### src/include/rmmc_pkg.sv
// constants and types shared by the radio module mode control block
`default_nettype none
package rmmc_pkg;

  // ----------------------------------------------------------------
  // clock and timing
  // ----------------------------------------------------------------
  localparam int CLK_PERIOD_NS = 25;          // 40 mhz reference clock
  localparam int SWITCH_DELAY_NS = 1_000_000; // idle mode switch, 1 ms
  localparam int HOLDOFF_NS = 2_000_000;      // after busy rises, 2 ms
  // longest time: round down
  localparam int SWITCH_CYC = SWITCH_DELAY_NS / CLK_PERIOD_NS;
  // least time: round up
  localparam int HOLDOFF_CYC = (HOLDOFF_NS + CLK_PERIOD_NS - 1) / CLK_PERIOD_NS;
  localparam int CNT_W = 18;                  // holds both counts above
  localparam int STABLE_CYC = 4;              // pin pair must hold one cycle longer than this
  localparam int FILT_CNT_W = 3;

  // ----------------------------------------------------------------
  // mode encoding: {mode_select_high, mode_select_low}
  // ----------------------------------------------------------------
  typedef enum logic [1:0] {
    MODE_NORMAL = 2'h0,
    MODE_WOR    = 2'h1,
    MODE_CONFIG = 2'h2,
    MODE_SLEEP  = 2'h3
  } rmmc_mode_type;

  // ----------------------------------------------------------------
  // controller states
  // ----------------------------------------------------------------
  typedef enum logic [1:0] {
    ST_BOOT_START = 2'b00,
    ST_BOOT_WAIT  = 2'b01,
    ST_RELOAD     = 2'b10,
    ST_RUN        = 2'b11
  } rmmc_state_type;

  localparam rmmc_mode_type MODE_RESET = MODE_NORMAL;
  localparam logic [1:0] PINS_RESET = 2'h0;

endpackage : rmmc_pkg
`default_nettype wire

### src/verilog/rmmc_mode_ctrl.sv
// operating mode controller with busy indicator for the radio module
`timescale 1ns/100ps
`default_nettype none
// Notes on behaviour
// - both pins low: mode 0, serial sent over radio
// - mode 0: receiver on, payloads forwarded to serial
// - mode 1: wake-up code before each transmission
// - mode 1 receives exactly like mode 0
// - mode 2: radio off except over-air configuration
// - mode 2: host accesses configuration registers serially
// - both pins high: deep sleep, no radio
// - leaving sleep reloads parameters, busy held low
// - idle device switches mode after 1 ms
// - pending radio transmit finishes before switching
// - pending serial output finishes before switching
// - mode change only while busy is high
// - streaming host: selection ignored until data drained
// - pending work done, then switch within 1 ms; code also waits the 2 ms holdoff after busy rises
// - busy low whenever any busy condition holds
// - no detection while busy; entry 2 ms after rise
module rmmc_mode_ctrl #(
  parameter int SWITCH_CYCLES = rmmc_pkg::SWITCH_CYC,
  parameter int HOLDOFF_CYCLES = rmmc_pkg::HOLDOFF_CYC
) (
  // clock and reset
  input wire logic ref_clk,
  input wire logic reset,
  // mode-select pins from the host
  input wire logic mode_select_low,
  input wire logic mode_select_high,
  // data path status
  input wire logic tx_pending,
  input wire logic rx_output_pending,
  input wire logic ota_config_active,
  // parameter reload handshake
  output logic reload_start,
  input wire logic reload_done,
  // mode and enables
  output rmmc_pkg::rmmc_mode_type active_mode,
  output logic radio_tx_enable,
  output logic radio_rx_enable,
  output logic serial_to_radio_enable,
  output logic radio_to_serial_enable,
  output logic wake_preamble_enable,
  output logic config_access_enable,
  output logic sleep_active,
  // busy indicator pin, low while busy
  output logic busy_n
);
  import rmmc_pkg::*;

  // ----------------------------------------------------------------
  // state
  // ----------------------------------------------------------------
  typedef struct packed {
    rmmc_state_type st;
    rmmc_mode_type mode;
    logic busy_n;
    logic reload_go;
    logic [CNT_W-1:0] settle;
    logic [CNT_W-1:0] age;
  } rmmc_ctrl_type;

  localparam logic [CNT_W-1:0] SWITCH_LIM = CNT_W'(SWITCH_CYCLES);
  localparam logic [CNT_W-1:0] HOLD_LIM = CNT_W'(HOLDOFF_CYCLES);

  rmmc_ctrl_type ctl_q;
  rmmc_ctrl_type ctl_d;
  logic [1:0] pins_stable;
  rmmc_mode_type req_mode;
  logic work_pending;
  logic switch_ok;

  // ----------------------------------------------------------------
  // pin synchroniser
  // ----------------------------------------------------------------
  rmmc_pin_filter #(
    .STABLE(STABLE_CYC)
  ) u_pin_filter (
    .ref_clk(ref_clk),
    .reset(reset),
    .pins_async({mode_select_high, mode_select_low}),
    .pins_stable(pins_stable)
  );

  assign req_mode = rmmc_mode_type'(pins_stable);
  // host streaming keeps tx_pending up, which holds the switch off
  assign work_pending = tx_pending | rx_output_pending;
  // both the idle delay and the post-busy holdoff must have run out
  assign switch_ok = (ctl_q.settle >= SWITCH_LIM) && (ctl_q.age >= HOLD_LIM);

  // ----------------------------------------------------------------
  // next state
  // ----------------------------------------------------------------
  always_comb begin
    ctl_d = ctl_q;
    ctl_d.reload_go = 1'b0;
    case (ctl_q.st)
      ST_BOOT_START: begin
        // self-test and parameter load right after reset
        ctl_d.reload_go = 1'b1;
        ctl_d.st = ST_BOOT_WAIT;
      end
      ST_BOOT_WAIT: begin
        if (reload_done) begin
          ctl_d.mode = req_mode; // start in the mode the pins select
          ctl_d.st = ST_RUN;
        end
      end
      ST_RELOAD: begin
        if (reload_done) begin
          ctl_d.st = ST_RUN;
        end
      end
      ST_RUN: begin
        if (switch_ok && req_mode != ctl_q.mode) begin
          ctl_d.mode = req_mode;
          if (ctl_q.mode == MODE_SLEEP) begin
            ctl_d.reload_go = 1'b1;
            ctl_d.st = ST_RELOAD;
          end
        end
      end
      default: ctl_d.st = ST_BOOT_START;
    endcase
    // busy while reloading or any traffic is still pending
    ctl_d.busy_n = (ctl_d.st == ST_RUN) && !work_pending;
    // time since busy went high, saturating
    if (!ctl_q.busy_n) begin
      ctl_d.age = '0;
    end else if (ctl_q.age != HOLD_LIM) begin
      ctl_d.age = ctl_q.age + CNT_W'(1);
    end
    // time a differing request has been waiting with the block idle;
    // detection is frozen while busy, so the count restarts
    if (!ctl_q.busy_n || work_pending || req_mode == ctl_q.mode ||
        ctl_d.mode != ctl_q.mode) begin
      ctl_d.settle = '0;
    end else if (ctl_q.settle != SWITCH_LIM) begin
      ctl_d.settle = ctl_q.settle + CNT_W'(1);
    end
  end

  always_ff @(posedge ref_clk) begin
    if (reset) begin
      ctl_q <= '{st: ST_BOOT_START, mode: MODE_RESET, busy_n: 1'b0,
                 reload_go: 1'b0, settle: '0, age: '0};
    end else begin
      ctl_q <= ctl_d;
    end
  end

  // ----------------------------------------------------------------
  // outputs
  // ----------------------------------------------------------------
  logic run;
  logic transparent;
  assign run = ctl_q.st == ST_RUN;
  // modes 0 and 1 share the transparent data path
  assign transparent = run && (ctl_q.mode == MODE_NORMAL || ctl_q.mode == MODE_WOR);
  assign active_mode = ctl_q.mode;
  assign reload_start = ctl_q.reload_go;
  assign busy_n = ctl_q.busy_n;
  // config mode turns the radio on only for over-air configuration
  assign radio_tx_enable = transparent ||
                           (run && ctl_q.mode == MODE_CONFIG && ota_config_active);
  assign radio_rx_enable = radio_tx_enable;
  assign serial_to_radio_enable = transparent;
  assign radio_to_serial_enable = transparent;
  assign wake_preamble_enable = run && ctl_q.mode == MODE_WOR;
  assign config_access_enable = run && ctl_q.mode == MODE_CONFIG;
  assign sleep_active = run && ctl_q.mode == MODE_SLEEP;
endmodule : rmmc_mode_ctrl
`default_nettype wire

### src/verilog/rmmc_pin_filter.sv
// two-flop synchroniser and stability filter for the mode-select pins
`timescale 1ns/100ps
`default_nettype none
module rmmc_pin_filter #(
  parameter int STABLE = rmmc_pkg::STABLE_CYC
) (
  // clock and reset
  input wire logic ref_clk,
  input wire logic reset,
  // asynchronous pins
  input wire logic [1:0] pins_async,
  // filtered pair
  output logic [1:0] pins_stable
);
  import rmmc_pkg::*;

  typedef struct packed {
    logic [1:0] sync1;
    logic [1:0] sync2;
    logic [1:0] last;
    logic [1:0] stable;
    logic [FILT_CNT_W-1:0] cnt;
  } rmmc_filt_type;

  localparam logic [FILT_CNT_W-1:0] CNT_LIM = FILT_CNT_W'(STABLE - 1);

  rmmc_filt_type filt_q;
  rmmc_filt_type filt_d;

  // sync1 is read only by sync2; the filter looks at sync2 onward
  always_comb begin
    filt_d = filt_q;
    filt_d.sync1 = pins_async;
    filt_d.sync2 = filt_q.sync1;
    if (filt_q.sync2 != filt_q.last) begin
      filt_d.last = filt_q.sync2;
      filt_d.cnt = '0;
    end else if (filt_q.cnt != CNT_LIM) begin
      filt_d.cnt = filt_q.cnt + FILT_CNT_W'(1);
    end else begin
      filt_d.stable = filt_q.last; // a glitch never reaches here
    end
  end

  always_ff @(posedge ref_clk) begin
    if (reset) begin
      filt_q <= '{sync1: PINS_RESET, sync2: PINS_RESET, last: PINS_RESET,
                  stable: PINS_RESET, cnt: '0};
    end else begin
      filt_q <= filt_d;
    end
  end

  assign pins_stable = filt_q.stable;
endmodule : rmmc_pin_filter
`default_nettype wire
### config.mk
export PLATFORM = sky130hd
export DESIGN_NAME = rmmc_mode_ctrl
export DESIGN_NICKNAME = d
export VERILOG_FILES = /design/src/include/rmmc_pkg.sv /design/src/verilog/rmmc_mode_ctrl.sv /design/src/verilog/rmmc_pin_filter.sv
export SDC_FILE = /design/constraint.sdc
export NUM_CORES = 1
export LEC_CHECK = 0
export ABC_AREA = 1
export BUFFER_PORTS_ARGS = -buffer_cell sky130_fd_sc_hd__buf_2
export CORE_MARGIN = 8
export CORE_UTILIZATION = 45
export DETAILED_ROUTE_END_ITERATION = 8
export GPL_TIMING_DRIVEN = 1
export PLACE_DENSITY = 0.64
export REMOVE_ABC_BUFFERS = 1
export SLEW_MARGIN = 30
export SYNTH_ARGS = -nofsm -noshare
export SYNTH_HDL_FRONTEND = slang
export SYNTH_SLANG_ARGS = --single-unit
### constraint.sdc
create_clock -name ref_clk -period 2.05 [get_ports ref_clk]
set_input_delay 0.3075 -clock ref_clk [delete_from_list [all_inputs] [get_ports ref_clk]]
set_output_delay 0.3075 -clock ref_clk [all_outputs]
set_load 0.005 [all_outputs]
==> flow_metrics.tcl <==
set metrics [dict create \
    h-tree-depth 2 \
    cp.arrival_ns 2.03 \
    fin_util_pct 49.9 \
    drive_gt1_share_pct 17.0 \
    timing.final.crit_period_ns 1.83 \
    finalWeightedCongestion 0.842 \
    crit_required_ns 2.25 \
    cp_max_fo 4 \
    layout_commonest_cell "nand2_1" \
    antenna_found_initial 0 \
    postCtsHoldBufs 0 \
    portBuffers 18 \
    setup_viol 0 \
    cts_tree "yes" \
    path_clk_slew_ns 0.09 \
    ys_types 32 \
    n_antenna_cell 0 \
    grt_max_degree 19 \
    yosysWarnings 0 \
    hold_ws_ns 0.210 \
    grt_overflow 0 \
    dp_hpwl_um 3970 \
    worstSetupStartpointType "flop" \
    grt_first_pass_wirelength_um 9200 \
    finClkSkew_ns 0.00501 \
    cts_setup_buffers 0 \
    drt.antenna.violating_nets 0 \
    worstSetupPathType "reg2reg" \
    p_leak_nw 1.17 \
    grt_pass1_vias 2271 \
    postSynthCellCount 381 \
    maxSlewViolCount 0 \
    layout_common_cells "65 x nand2_1, 51 x inv_1, 50 x dfxtp_1, 44 x nor2_1, 22 x a21oi_1" \
    setup_tns_ns 0 \
    endpoint_kind "flop" \
    stdcell_area_sq_um 3110 \
    synth.avg_cell_area_sq_um 7.45 \
    drt-total-wl_um 5430 \
    ys_seq_elements 53 \
    drtIter0Drc 100 \
    powerDensity_nw_per_um2 588 \
    hold_viol_final 0 \
    grtUsageTotal_pct 12.3 \
    rsz0062_at_grt "false" \
    hp-class "in2reg" \
    ctsResizeCount 0 \
    drc_errors 0 \
    start_util_pct 45.5 \
    vias_per_cell 5.00 \
    clock-sinks 53 \
    slew_headroom_pct 68.5 \
    status "finished clean" \
    clockBufferDepth 2 \
    firstDrtPassIters 5 \
    die_w_um 95.4 \
    preCtsSetupSlack_ns 0.143 \
    power_mw 1.83 \
    finalNetCount 418 \
    fp-row-count 29 \
    cap_violations 0 \
    ir_drop_uv 408 \
    worstMarginPinSlew_ns 0.469 \
    vias 2378 \
    layout_setup_ws_ns 0.220 \
    clock_latency_ns 0.29 \
    ys_seq_area_share_pct 37.4 \
    dp.cells 468 \
    cts_made_buffers 5 \
    netlist_area_sq_um 2840 \
    dieArea_sq_um 9110 \
    placed_area_sq_um 2970 \
    post-route-period-util_pct 89.3 \
    core_sq_um 6240 \
    fin_cells 476 \
    die_h_um 95.4 \
    io_pins 19 \
    syn_to_final_growth_pct 9.70 \
    wl_per_cell_um 11.4 \
    root_buffer "clkbuf_8" \
    fmax_mhz 546 \
]
sequential cells by signal (all words and copies together) (netlist names):
signal,count
active_mode,2
busy_n,1
ctl_q,38
reload_start,1
u_pin_filter.filt_d,2
u_pin_filter.filt_q,7
u_pin_filter.pins_stable,2
routing by layer:
layer / GRT usage (%) / wire (um) / vias up
met4: 4.35 / 71 / 0
met1: 14.3 / 2560 / 1084
met5: 0 / 0 / -
met2: 21.7 / 2670 / 29
li1: - / - / 1258
met3: 2.76 / 128 / 7
worst paths after layout:
kind                           from                endpoint  slack, ns  depth (start not counted)
max                        ctl_q[0]               ctl_q[14]       0.22                         10
min                mode_select_high  u_pin_filter.filt_d[8]       0.21                          3
max reg2reg                ctl_q[0]               ctl_q[14]       0.22                         10
min reg2reg  u_pin_filter.filt_d[7]  u_pin_filter.filt_q[7]       0.41                          2
where the power goes:
group | internal (mW) | switching, mW
clock network | 0.355 | 0.322
logic | 0.0373 | 0.0552
registers | 1.05 | 0.0135
total | 1.44 | 0.391
synth_stat cells:
master	n	area [sq um]
nand3_1	17	85.1
nand3_2	4	40.0
nor2_4	1	11.3
dfxtp_1	53	1060
a31oi_1	1	6.26
nor4_1	2	12.5
nand2_4	1	11.3
a21oi_1	22	110
a22oi_1	3	22.5
xnor2_1	6	52.6
nand2_2	7	43.8
nor4_4	1	21.3
buf_2	2	10.0
o21ai_0	15	75.1
nand4_1	10	62.6
nor3b_1	1	7.51
and2_1	1	6.26
o211ai_1	1	7.51
nor3_1	19	95.1
inv_1	51	191
nor3_2	11	110
nor2_1	44	165
a31o_2	1	8.76
nand3_4	1	17.5
buf_4	4	30.0
clkbuf_1	1	3.75
xor2_1	15	131
ha_1	11	138
nand2_1	65	244
inv_2	6	22.5
nor2_2	2	12.5
buf_6	2	22.5
logic make-up after synthesis:
| family | share of synthesized area, % |
|---|---|
| AOI/OAI and AO/OA | 8.11 |
| xor gates and xnor gates | 6.48 |
| adders and majority gates | 4.85 |
| buffers and inverters | 9.87 |
| DFF | 37.4 |
| and+or+nand+nor | 33.3 |
layout make-up:
type                    count  area, sq um
clock buffers               5         68.8
clock inverters             2         35.0
fillers                   610         3130
inverters                  57          214
multi-input cells         263         1540
flip-flops and latches     53         1060
well taps                  77         96.3
repair buffers             19         97.6
worst max-delay path, stage by stage, from the launching register on:
cell and delay [ns]:
dfxtp_1 0.38, ha_1 0.20, nand2_1 0.07, inv_1 0.10
nand2_1 0.06, nor2_1 0.20, nand3_1 0.16, nor2_1 0.25
nand2_1 0.10, o21ai_0 0.16, a21oi_1 0.05
(Power assumes the default switching activity.)
